$ cat config.mk
export PLATFORM = sky130hd
export DESIGN_NAME = hss_core
export DESIGN_NICKNAME = d
export VERILOG_FILES = /design/src/logic/hss_pkg.sv /design/src/logic/hss_core.sv
export VERILOG_INCLUDE_DIRS = /design/src /design/src/logic
export SDC_FILE = /design/constraint.sdc
export NUM_CORES = 1
export LEC_CHECK = 0
export ABC_AREA = 1
export BUFFER_PORTS_ARGS = -buffer_cell sky130_fd_sc_hd__clkbuf_2
export CAP_MARGIN = 20
export CORE_MARGIN = 1
export CORE_UTILIZATION = 35
export CTS_CLUSTER_SIZE = 16
export DETAILED_ROUTE_END_ITERATION = 6
export PLACE_DENSITY_LB_ADDON = 0.2
export SKIP_LAST_GASP = 1
export SYNTH_ARGS = -nofsm -noshare
export SYNTH_HDL_FRONTEND = slang
export SYNTH_SLANG_ARGS = --single-unit
$ cat constraint.sdc
create_clock -name clk_sys -period 4.7 [get_ports clk_sys]
set_clock_uncertainty 0.2 [all_clocks]
set_input_delay 0.705 -clock clk_sys [delete_from_list [all_inputs] [get_ports clk_sys]]
set_output_delay 0.705 -clock clk_sys [all_outputs]
set_load 0.05 [all_outputs]
$ cat src/logic/hss_map.svh
// constants for the preamble/rate/start command executor
// assumes a 250 MHz system clock; included by the design file
`ifndef HSS_MAP_SVH
`define HSS_MAP_SVH
// ----------------------------------------
// clock and times
// ----------------------------------------
`define HSS_CLK_HZ 250000000
`define HSS_CLK_NS 4
`define HSS_T_TIMEOUT_S 1
`define HSS_TIMEOUT_CYC (`HSS_T_TIMEOUT_S * `HSS_CLK_HZ)
`define HSS_T_BUF_NS 4700
`define HSS_BUF_CYC ((`HSS_T_BUF_NS + `HSS_CLK_NS - 1) / `HSS_CLK_NS)
// half bit period in cycles for a rate in kHz, rounded up (never too fast)
`define HSS_HALF(k) ((`HSS_CLK_HZ + 2000 * (k) - 1) / (2000 * (k)))
`define HSS_STD_KHZ 100
// ----------------------------------------
// supported fast rates in kHz, highest first
// ----------------------------------------
`define HSS_RATE0_KHZ 3400
`define HSS_RATE1_KHZ 1700
`define HSS_RATE2_KHZ 1000
// ----------------------------------------
// fields of the command argument
// ----------------------------------------
`define HSS_PREFIX 5'h01
`define HSS_ARG_CODE_MSB 2
`define HSS_ARG_EN_BIT 0
`define HSS_ACK_BIT 4'h8
`endif

$ cat src/logic/hss_pkg.sv
// types shared by the command executor and its users
// assumes nothing beyond a SystemVerilog compiler
package hss_pkg;
   // command codes on the script port
   typedef enum logic [1:0] {
      HSS_OP_SWITCH = 2'h0,
      HSS_OP_PREAMBLE = 2'h1,
      HSS_OP_RATE = 2'h2,
      HSS_OP_START = 2'h3
   } hss_op_t;
   // outcome reported with each done pulse
   typedef enum logic [2:0] {
      HSS_RES_OK = 3'h0,
      HSS_RES_WARN_RATE = 3'h1,
      HSS_RES_ERR_ACK = 3'h2,
      HSS_RES_ERR_TIMEOUT = 3'h3,
      HSS_RES_ERR_RATE = 3'h4,
      HSS_RES_ERR_NOFAST = 3'h5
   } hss_res_t;
   // sequencer states
   typedef enum logic [3:0] {
      HSS_IDLE = 4'h0,
      HSS_WAIT_FREE = 4'h1,
      HSS_RS_LO = 4'h2,
      HSS_RS_HI = 4'h3,
      HSS_ST_HOLD = 4'h4,
      HSS_ST_LOW = 4'h5,
      HSS_BIT_LO = 4'h6,
      HSS_BIT_HI = 4'h7
   } hss_state_t;
endpackage
$ cat src/logic/hss_core.sv
// bus master executing switch, preamble, fast rate and start commands
// assumes pins are open drain with pullups outside; one clock domain
//
// How it works
// - preamble relies on an earlier start
// - preamble byte is 00001 plus code bits
// - ninth clock releases data and samples acknowledge
// - acknowledge on preamble halts with error
// - rate command picks from fixed rate set
// - unsupported rate rounds down with warning
// - rate below all supported gives error
// - start waits for a free bus
// - no free bus in one second: error
// - start pulls data low, clock high
// - start inside transaction is repeated start
// - preamble and rate need fast mode switched on
`include "hss_map.svh"
`timescale 1ns/10ps
`default_nettype none
module hss_core #(
   parameter int TIMEOUT_CYC = `HSS_TIMEOUT_CYC
) (
   input wire logic clk_sys,
   input wire logic rstn,
   input wire logic cmd_valid,
   input wire hss_pkg::hss_op_t cmd_op,
   input wire logic [15:0] cmd_arg,
   output logic cmd_ready,
   output logic done,
   output hss_pkg::hss_res_t result,
   input wire logic txn_end,
   input wire logic script_clear,
   input wire logic scl_i,
   output logic scl_o,
   output logic scl_oe,
   input wire logic sda_i,
   output logic sda_o,
   output logic sda_oe
);
   import hss_pkg::*;

   // ----------------------------------------
   // constants at the widths they meet
   // ----------------------------------------
   localparam logic [10:0] STD_HALF = 11'(`HSS_HALF(`HSS_STD_KHZ));
   localparam logic [10:0] BUF_CYC = 11'(`HSS_BUF_CYC);
   localparam logic [27:0] TO_LAST = 28'(TIMEOUT_CYC - 1);

   // round a request down to a supported rate: {found, exact, index}
   function automatic logic [3:0] hss_pick(input logic [15:0] khz);
      if (khz >= 16'(`HSS_RATE0_KHZ)) begin
         hss_pick = {1'b1, khz == 16'(`HSS_RATE0_KHZ), 2'h0};
      end else if (khz >= 16'(`HSS_RATE1_KHZ)) begin
         hss_pick = {1'b1, khz == 16'(`HSS_RATE1_KHZ), 2'h1};
      end else if (khz >= 16'(`HSS_RATE2_KHZ)) begin
         hss_pick = {1'b1, khz == 16'(`HSS_RATE2_KHZ), 2'h2};
      end else begin
         hss_pick = 4'h0;
      end
   endfunction

   // half period for each supported rate
   function automatic logic [10:0] hss_half_of(input logic [1:0] idx);
      unique case (idx)
         2'h0: hss_half_of = 11'(`HSS_HALF(`HSS_RATE0_KHZ));
         2'h1: hss_half_of = 11'(`HSS_HALF(`HSS_RATE1_KHZ));
         default: hss_half_of = 11'(`HSS_HALF(`HSS_RATE2_KHZ));
      endcase
   endfunction

   // ----------------------------------------
   // state
   // ----------------------------------------
   hss_state_t state_reg, state_next; // sequencer
   logic [27:0] cnt_reg, cnt_next; // phase / timeout counter
   logic [10:0] idle_reg, idle_next; // cycles both lines seen high
   logic [3:0] bit_reg, bit_next; // bit slot, 8 is acknowledge
   logic [7:0] shift_reg, shift_next; // preamble byte, msb first
   logic in_txn_reg, in_txn_next; // own start issued, no stop yet
   logic fast_en_reg, fast_en_next; // fast mode switched on
   logic armed_reg, armed_next; // preamble refused, restart pending
   logic use_fast_reg, use_fast_next; // clocking at the fast rate
   logic [10:0] fast_half_reg, fast_half_next; // chosen fast half period
   logic halted_reg, halted_next; // script stopped on an error
   logic ready_reg, ready_next;
   logic done_reg, done_next;
   hss_res_t res_reg, res_next;
   logic scl_oe_reg, scl_oe_next;
   logic sda_oe_reg, sda_oe_next;
   logic scl_s1_reg, scl_s2_reg, sda_s1_reg, sda_s2_reg; // pin synchronisers
   logic [10:0] half; // current half period
   logic half_end; // last cycle of a phase
   logic bus_free; // idle long enough to claim the bus
   logic take; // command accepted this cycle
   logic [3:0] pick;

   assign half = use_fast_reg ? fast_half_reg : STD_HALF;
   assign half_end = cnt_reg == {17'h0, half - 11'h001};
   assign bus_free = idle_reg == BUF_CYC;
   assign take = cmd_valid && ready_reg;
   assign pick = hss_pick(cmd_arg);

   // ----------------------------------------
   // next-state logic
   // ----------------------------------------
   always_comb begin
      state_next = state_reg;
      cnt_next = cnt_reg + 28'h1;
      // a bus idle counter; any low level restarts it
      idle_next = (scl_s2_reg && sda_s2_reg) ?
                  (bus_free ? idle_reg : idle_reg + 11'h001) : 11'h000;
      bit_next = bit_reg;
      shift_next = shift_reg;
      in_txn_next = in_txn_reg;
      fast_en_next = fast_en_reg;
      armed_next = armed_reg;
      use_fast_next = use_fast_reg;
      fast_half_next = fast_half_reg;
      halted_next = halted_reg && !script_clear;
      done_next = 1'b0;
      res_next = res_reg;
      scl_oe_next = scl_oe_reg;
      sda_oe_next = sda_oe_reg;
      // the stop logic elsewhere ends the transaction and the fast phase
      if (txn_end) begin
         in_txn_next = 1'b0;
         armed_next = 1'b0;
         use_fast_next = 1'b0;
      end
      unique case (state_reg)
         HSS_IDLE: begin
            cnt_next = 28'h0;
            if (take) begin
               unique case (cmd_op)
                  // fast mode on or off; off also drops a pending switch
                  HSS_OP_SWITCH: begin
                     fast_en_next = cmd_arg[`HSS_ARG_EN_BIT];
                     if (!cmd_arg[`HSS_ARG_EN_BIT]) begin
                        armed_next = 1'b0;
                        use_fast_next = 1'b0;
                     end
                     done_next = 1'b1;
                     res_next = HSS_RES_OK;
                  end
                  HSS_OP_PREAMBLE: begin
                     if (!fast_en_reg) begin
                        done_next = 1'b1;
                        res_next = HSS_RES_ERR_NOFAST;
                        halted_next = 1'b1;
                     end else begin
                        // no start of its own: clock already low from one
                        shift_next = {`HSS_PREFIX, cmd_arg[`HSS_ARG_CODE_MSB:0]};
                        bit_next = 4'h0;
                        scl_oe_next = 1'b1;
                        state_next = HSS_BIT_LO;
                     end
                  end
                  HSS_OP_RATE: begin
                     done_next = 1'b1;
                     if (!fast_en_reg) begin
                        res_next = HSS_RES_ERR_NOFAST;
                        halted_next = 1'b1;
                     end else if (!pick[3]) begin
                        res_next = HSS_RES_ERR_RATE;
                        halted_next = 1'b1;
                     end else begin
                        fast_half_next = hss_half_of(pick[1:0]);
                        res_next = pick[2] ? HSS_RES_OK : HSS_RES_WARN_RATE;
                     end
                  end
                  HSS_OP_START: begin
                     // inside a transaction the start becomes a restart
                     state_next = in_txn_reg ? HSS_RS_LO : HSS_WAIT_FREE;
                  end
               endcase
            end
         end
         HSS_WAIT_FREE: begin
            if (bus_free) begin
               sda_oe_next = 1'b1;
               cnt_next = 28'h0;
               state_next = HSS_ST_HOLD;
            end else if (cnt_reg == TO_LAST) begin
               done_next = 1'b1;
               res_next = HSS_RES_ERR_TIMEOUT;
               halted_next = 1'b1;
               state_next = HSS_IDLE;
            end
         end
         // restart: data released while clock low, then clock released
         HSS_RS_LO: begin
            scl_oe_next = 1'b1;
            sda_oe_next = 1'b0;
            if (half_end) begin
               scl_oe_next = 1'b0;
               cnt_next = 28'h0;
               state_next = HSS_RS_HI;
            end
         end
         HSS_RS_HI: begin
            // a slave stretching the clock holds the phase back
            if (!scl_s2_reg) begin
               cnt_next = 28'h0;
            end else if (half_end) begin
               sda_oe_next = 1'b1;
               cnt_next = 28'h0;
               state_next = HSS_ST_HOLD;
            end
         end
         // data low with clock high is the start itself
         HSS_ST_HOLD: begin
            if (half_end) begin
               scl_oe_next = 1'b1;
               cnt_next = 28'h0;
               in_txn_next = 1'b1;
               // after a refused preamble the restart moves to the fast rate
               if (armed_reg) begin
                  use_fast_next = 1'b1;
                  armed_next = 1'b0;
               end
               state_next = HSS_ST_LOW;
            end
         end
         HSS_ST_LOW: begin
            if (half_end) begin
               done_next = 1'b1;
               res_next = HSS_RES_OK;
               state_next = HSS_IDLE;
            end
         end
         HSS_BIT_LO: begin
            // data changes only while the clock is low
            if (cnt_reg == 28'h0) begin
               sda_oe_next = (bit_reg != `HSS_ACK_BIT) && !shift_reg[7];
            end
            if (half_end) begin
               scl_oe_next = 1'b0;
               cnt_next = 28'h0;
               state_next = HSS_BIT_HI;
            end
         end
         HSS_BIT_HI: begin
            if (!scl_s2_reg) begin
               cnt_next = 28'h0;
            end else if (half_end) begin
               scl_oe_next = 1'b1;
               cnt_next = 28'h0;
               if (bit_reg == `HSS_ACK_BIT) begin
                  done_next = 1'b1;
                  state_next = HSS_IDLE;
                  if (!sda_s2_reg) begin
                     res_next = HSS_RES_ERR_ACK;
                     halted_next = 1'b1;
                  end else begin
                     res_next = HSS_RES_OK;
                     armed_next = 1'b1;
                  end
               end else begin
                  shift_next = {shift_reg[6:0], 1'b0};
                  bit_next = bit_reg + 4'h1;
                  state_next = HSS_BIT_LO;
               end
            end
         end
         default: begin
            state_next = HSS_IDLE;
         end
      endcase
      // an error clears the halt only by script_clear, never by itself
      ready_next = (state_next == HSS_IDLE) && !halted_next && !take;
   end

   // ----------------------------------------
   // registers
   // ----------------------------------------
   always_ff @(posedge clk_sys) begin
      if (!rstn) begin
         state_reg <= HSS_IDLE;
         cnt_reg <= 28'h0;
         idle_reg <= 11'h000;
         bit_reg <= 4'h0;
         shift_reg <= 8'h00;
         in_txn_reg <= 1'b0;
         fast_en_reg <= 1'b0;
         armed_reg <= 1'b0;
         use_fast_reg <= 1'b0;
         fast_half_reg <= 11'(`HSS_HALF(`HSS_RATE0_KHZ));
         halted_reg <= 1'b0;
         ready_reg <= 1'b0;
         done_reg <= 1'b0;
         res_reg <= HSS_RES_OK;
         scl_oe_reg <= 1'b0;
         sda_oe_reg <= 1'b0;
         scl_s1_reg <= 1'b1;
         scl_s2_reg <= 1'b1;
         sda_s1_reg <= 1'b1;
         sda_s2_reg <= 1'b1;
      end else begin
         state_reg <= state_next;
         cnt_reg <= cnt_next;
         idle_reg <= idle_next;
         bit_reg <= bit_next;
         shift_reg <= shift_next;
         in_txn_reg <= in_txn_next;
         fast_en_reg <= fast_en_next;
         armed_reg <= armed_next;
         use_fast_reg <= use_fast_next;
         fast_half_reg <= fast_half_next;
         halted_reg <= halted_next;
         ready_reg <= ready_next;
         done_reg <= done_next;
         res_reg <= res_next;
         scl_oe_reg <= scl_oe_next;
         sda_oe_reg <= sda_oe_next;
         scl_s1_reg <= scl_i;
         scl_s2_reg <= scl_s1_reg;
         sda_s1_reg <= sda_i;
         sda_s2_reg <= sda_s1_reg;
      end
   end

   // open drain: the driven level is always low
   assign scl_o = 1'b0;
   assign sda_o = 1'b0;
   assign scl_oe = scl_oe_reg;
   assign sda_oe = sda_oe_reg;
   assign cmd_ready = ready_reg;
   assign done = done_reg;
   assign result = res_reg;
endmodule
`default_nettype wire

Word-level counts from Yosys, hierarchy flattened
Cells that the tools add are included.
{ "classes": {"add_sub_neg": 4, "order_cmp": 3, "n_eq_ne": 36, "mux": 109, "n_reduce_logical": 29} }
{ "ops": {"columns": ["cell", "count"], "rows": [
  ["one-hot mux 28 bit (4 select lines)", 1],
  ["2-to-1 mux 28 bit", 3],
  ["2-to-1 mux 4 bit", 21],
  ["2-to-1 mux 1 bit", 49],
  ["2-to-1 mux 8 bit", 6],
  ["2-to-1 mux 3 bit", 11],
  ["one-hot mux 4 bit (8 select lines)", 1],
  ["adder 28 x 1 -> 28 bit, second input constant", 1],
  ["== test 28 x 11 -> 1 bit", 1],
  ["== test 28 bit, second input constant", 1],
  ["logical NOT 28 bit", 1],
  ["!= test 2 bit, second input constant", 14],
  ["== test 16 x 10 -> 1 bit, second input constant", 1],
  ["== test 16 x 11 -> 1 bit, second input constant", 1],
  ["== test 16 x 12 -> 1 bit, second input constant", 1],
  ["== test 4 x 3 -> 1 bit, second input constant", 4],
  ["greater-or-equal comparator 16 x 10 -> 1 bit, second input constant", 1],
  ["greater-or-equal comparator 16 x 11 -> 1 bit, second input constant", 1],
  ["greater-or-equal comparator 16 x 12 -> 1 bit, second input constant", 1],
  ["one-hot mux 4 bit (2 select lines)", 2],
  ["one-hot mux 8 bit (2 select lines)", 1],
  ["one-hot mux 7 bit (2 select lines)", 1],
  ["one-hot mux 3 bit (4 select lines)", 1],
  ["adder 11 x 1 -> 11 bit, second input constant", 1],
  ["34 further kinds", 55]
]} }
{ "totals": {"ff_bits": 82, "inputBits": 25, "out_inout_bits": 9, "elab_cells": 201} }

Depth between registers and ports, before layout
{ "logic_depth": {"word_depth": 12, "ltp_mapped": 21, "ltp_nobuf": 20} }

Worst setup path after synthesis
No wires, ideal clock.
{ "synth_timing": {"kind": "flip-flop to flip-flop", "from": "register use_fast_reg", "to": "register cnt_reg[0]", "setup_ps": 116, "t_arrival_ps": 2151, "required_time_ps": 4384, "slack_ps": 2233, "path_stages_with_launch": 17, "n_path_buf": 2, "period_less_slack_ps": 2467, "path_cell_list": "dfxtp_1 > buf_4 > inv_4 > nor2_1 > ha_1 > inv_2 > nor2_4 > nand3_2 > nand2_1 > nand2_1 > nor2_1 > nand3_2 > nor2_4 > o221ai_1 > nand2_2 > buf_2 > nor2_1"} }
{ "synth_between": {"elab_chain_cells": 6} }
{ "synth_rtl": {"columns": ["item", "line_no", "text"], "rows": [
  ["from (decl)", "hss_core.sv:82", "logic use_fast_reg, use_fast_next;"],
  ["from (signal assigned)", "hss_core.sv:307", "use_fast_reg <= use_fast_next;"],
  ["2-to-1 mux 11 bit *", "hss_core.sv:97", "assign half = use_fast_reg ? fast_half_reg : STD_HALF;"],
  ["subtractor 11 x 1 -> 11 bit *", "hss_core.sv:98", "assign half_end = cnt_reg == {17'h0, half - 11'h001};"],
  ["== test 28 x 11 -> 1 bit *", "hss_core.sv:98", null],
  ["2-to-1 mux 28 bit *", null, null],
  ["2-to-1 mux 28 bit", "hss_core.sv:243", "if (!scl_s2_reg) begin"],
  ["one-hot mux 28 bit (4 select lines) *", "hss_core.sv:130", "unique case (state_reg)"],
  ["to (signal assigned)", "hss_core.sv:300", "cnt_reg <= cnt_next;"],
  ["to (decl)", "hss_core.sv:75", "logic [27:0] cnt_reg, cnt_next;"]
]} }
Mark *: on every way between the ends. The rest lies on a longest branch, timed or not.
A chain may end at the register's enable or synchronous reset.

Final worst setup path
{ "layout_timing": {"from": "register use_fast_reg", "to": "register cnt_reg[19]"} }
Same word-level chain as after synthesis.

==> flow_summary.yaml <==
finish:
  areaGrowthSynthToFinish_pct: 13.9
  multi_input_area_mm2: 0.00265
  nNetsFinal: 782
  final_cells: 923
  n_fill_cell: 1390
  final_area_mm2: 0.00524
  regArea_mm2: 0.00150
  antenna_cells: 0
  fin_util: 0.412
  largest_register_ffs: 28
  drive_above_1_share: 0.104
floorplanning:
  die_w_um: 117
  core_area_mm2: 0.0127
  start_util: 0.361
  die_h_um: 117
  num_io_pins: 34
  num_rows: 41
  dieArea_mm2: 0.0136
worst_setup_path:
  regToRegEndpoint: "cnt_reg[19]"
  reg2reg_from: "use_fast_reg"
  cp-end-kind: "register"
  crit_required_ns: 4.71
  path_max_fanout: 28
  rr_worst_depth: 14
  r2r_slack_ns: 1.76
  critPathKind: "register to register"
  cp_data_arrival_time_ns: 2.95
  cp-start-kind: "register"
global_route:
  grt_usage: 0.183
  grt_max_degree: 29
  grt-ovfl-total: 0
  grt_pass1_vias: 4255
  grt_pass1_wl_mm: 19.4
  antenna_found_initial: 0
synthesis:
  synthXorXnorAreaFrac: 0.0248
  synth_compound_area_frac: 0.116
  synth_top_family_by_area: "simple AND/OR/NAND/NOR gates"
  synth.most_common_cell: "nand2_1"
  async_flop_share: 0
  synth_area_mm2: 0.00460
  syn_inst: 713
  synth.area.mux_share: 0
  yosysTopAreaCell: "dfxtp_1"
  synth_common_cells: "nand2_1 (155), nor2_1 (111), inv_1 (97)"
  synthAdderAreaFrac: 0.0299
  synthSimpleGateAreaFrac: 0.403
  ys_seq_area_frac: 0.327
  ys_top_cells_by_area: "dfxtp_1 (33%), nand2_1 (13%), nor2_1 (9.1%), inv_1 (7.9%), nand3_1 (5.9%)"
  yosys_warnings: 0
  synth_flop_cell: "dfxtp_1"
  synth_edf_count: 0
  yosysTopAreaCellShare: 0.327
  synth-seq-cells: 75
  syn-mean-instance-area_um2: 6.45
  synth_cell_types: 46
power:
  power_mw: 1.51
  p_clk_frac: 0.502
  vdd_ir_drop_max_mv: 0.146
  pwr-share-seq: 0.431
  p_leak_nw: 2.05
  p_comb_frac: 0.067
  power_switching_mw: 0.357
  p_per_area_mw_per_mm2: 289
  intPower_mw: 1.15
  swShare: 0.236
timing:
  grt_setup_unrepaired: "no"
  finalMaxSlewViolations: 0
  fin_ws_ns: 1.76
  setup_viol: 0
  hold_viol: 0
  whs_ns: 0.213
  relSlewSlack: 0.494
  setup_tns_ns: 0
  worst_pin_slew_ns: 0.759
  fin_crit_ns: 2.94
  max_freq_mhz: 340
  finalCritPeriodShare: 0.627
run:
  cap_viol_max_count: 0
place:
  place_congestion: 0.899
  placed_area_mm2: 0.00491
  portBuffers: 31
  dp_cells: 907
  place_hpwl_mm: 9.03
  dp_slack_ns: 1.70
clocking:
  cts.sinks: 75
  clockBufferDepth: 2
  numCtsBuffers: 9
  hold_buffers: 0
  cts_max_level: 3
  cts_tree: "done"
  cts_root_buf: "clkbuf_16"
  cts.clk_slew.worst_paths_ns: 0.06
  clock_latency_ns: 0.35
  cts_resized: 0
  post_cts_buffers: 0
hold_path:
  min_from: "scl_s1_reg"
  hold_class: "register to register"
  whs_endpoint: "scl_s2_reg"
  holdPathStages: 1
detailed_routing:
  drtPass1Iterations: 4
  wl_mm: 11.5
  routedWlPerCell_um: 12.5
  drtAntennaViolNets: 0
  avgViaCountPerCell: 5.00
  drt_iter0_markers: 219
  vias: 4611
  detail_route.drc_violations: 0
run_status:
  status: "completed"
[cell usage in the layout, fill, tap and decap left out, drive strengths merged, types with 2 or more instances in the layout]
master      n
nand2     162
nor2      117
inv       100
dfxtp      75
nand3      57
clkbuf     41
a21oi      39
nor3       37
o21ai      31
nand4      13
nor4       12
ha         11
xor2        9
o211ai      5
or2         5
xnor2       4
a31oi       4
a22oi       3
conb        3
clkinv      3
o221ai      2
a41oi       2
o31ai       2
bufinv      2
clkinvlp    2
[power groups by stage]
| stage | clock network (mW) | registers, mW | logic (mW) |
|---|---|---|---|
| 2_1_floorplan | 0 | 0.673 | 0.0612 |
| 3_3_place_gp | 0 | 0.666 | 0.0997 |
| 3_5_place_dp | 0 | 0.666 | 0.101 |
| 4_1_cts | 0.776 | 0.651 | 0.102 |
| 5_1_grt | 0.796 | 0.653 | 0.115 |
| 6_report | 0.759 | 0.651 | 0.101 |
[layer usage]
metal / share of wire / track usage / up-vias / routed length [um]
met4: 0.023 / 0.0886 / 0 / 263
li1: - / - / 2384 / -
met3: 0.038 / 0.0327 / 18 / 441
met5: 0 / 0 / - / 0
met2: 0.45 / 0.293 / 95 / 5140
met1: 0.49 / 0.237 / 2114 / 5690
[area by class of cell]
type / instances / area share
Tap cell: 172 / 0.0411
Inverter: 101 / 0.0731
Sequential cell: 75 / 0.287
Clock inverter: 6 / 0.0170
Clock buffer: 10 / 0.0456
Multi-Input combinational cell: 527 / 0.505
Timing Repair Buffer: 32 / 0.0311
[logic make-up (layout without fill, tap and decap cells)]
logic type,after synthesis,after routing
xor gates and xnor gates,13,13
other,1,3
adders and majority gates,11,11
AOI/OAI and AO/OA,93,93
DFF,75,75
buffers and inverters,113,149
and+or+nand+nor,407,407
[critical path, cell delays in order, from the launching register on]
cell	delay, ns
dfxtp_1	0.50
inv_4	0.09
nor2_1	0.13
ha_1	0.27
inv_2	0.08
nor2_4	0.12
nand3_2	0.12
nand2_1	0.07
nand2_1	0.04
nor2_1	0.12
nand3_2	0.12
nor2_4	0.24
o221ai_1	0.16
nand2_2	0.42
nor3_1	0.10
[worst max path at each step]
stage / start / to / slack [ns]
floorplan: use_fast_reg / cnt_reg[0] / 2.23
global placement: use_fast_reg / cnt_reg[26] / 1.82
detailed placement: use_fast_reg / cnt_reg[19] / 1.70
CTS: use_fast_reg / cnt_reg[19] / 1.70
global route: use_fast_reg / cnt_reg[26] / 1.42
finish: use_fast_reg / cnt_reg[19] / 1.76
Note: power is estimated with default switching activity, not from simulation.
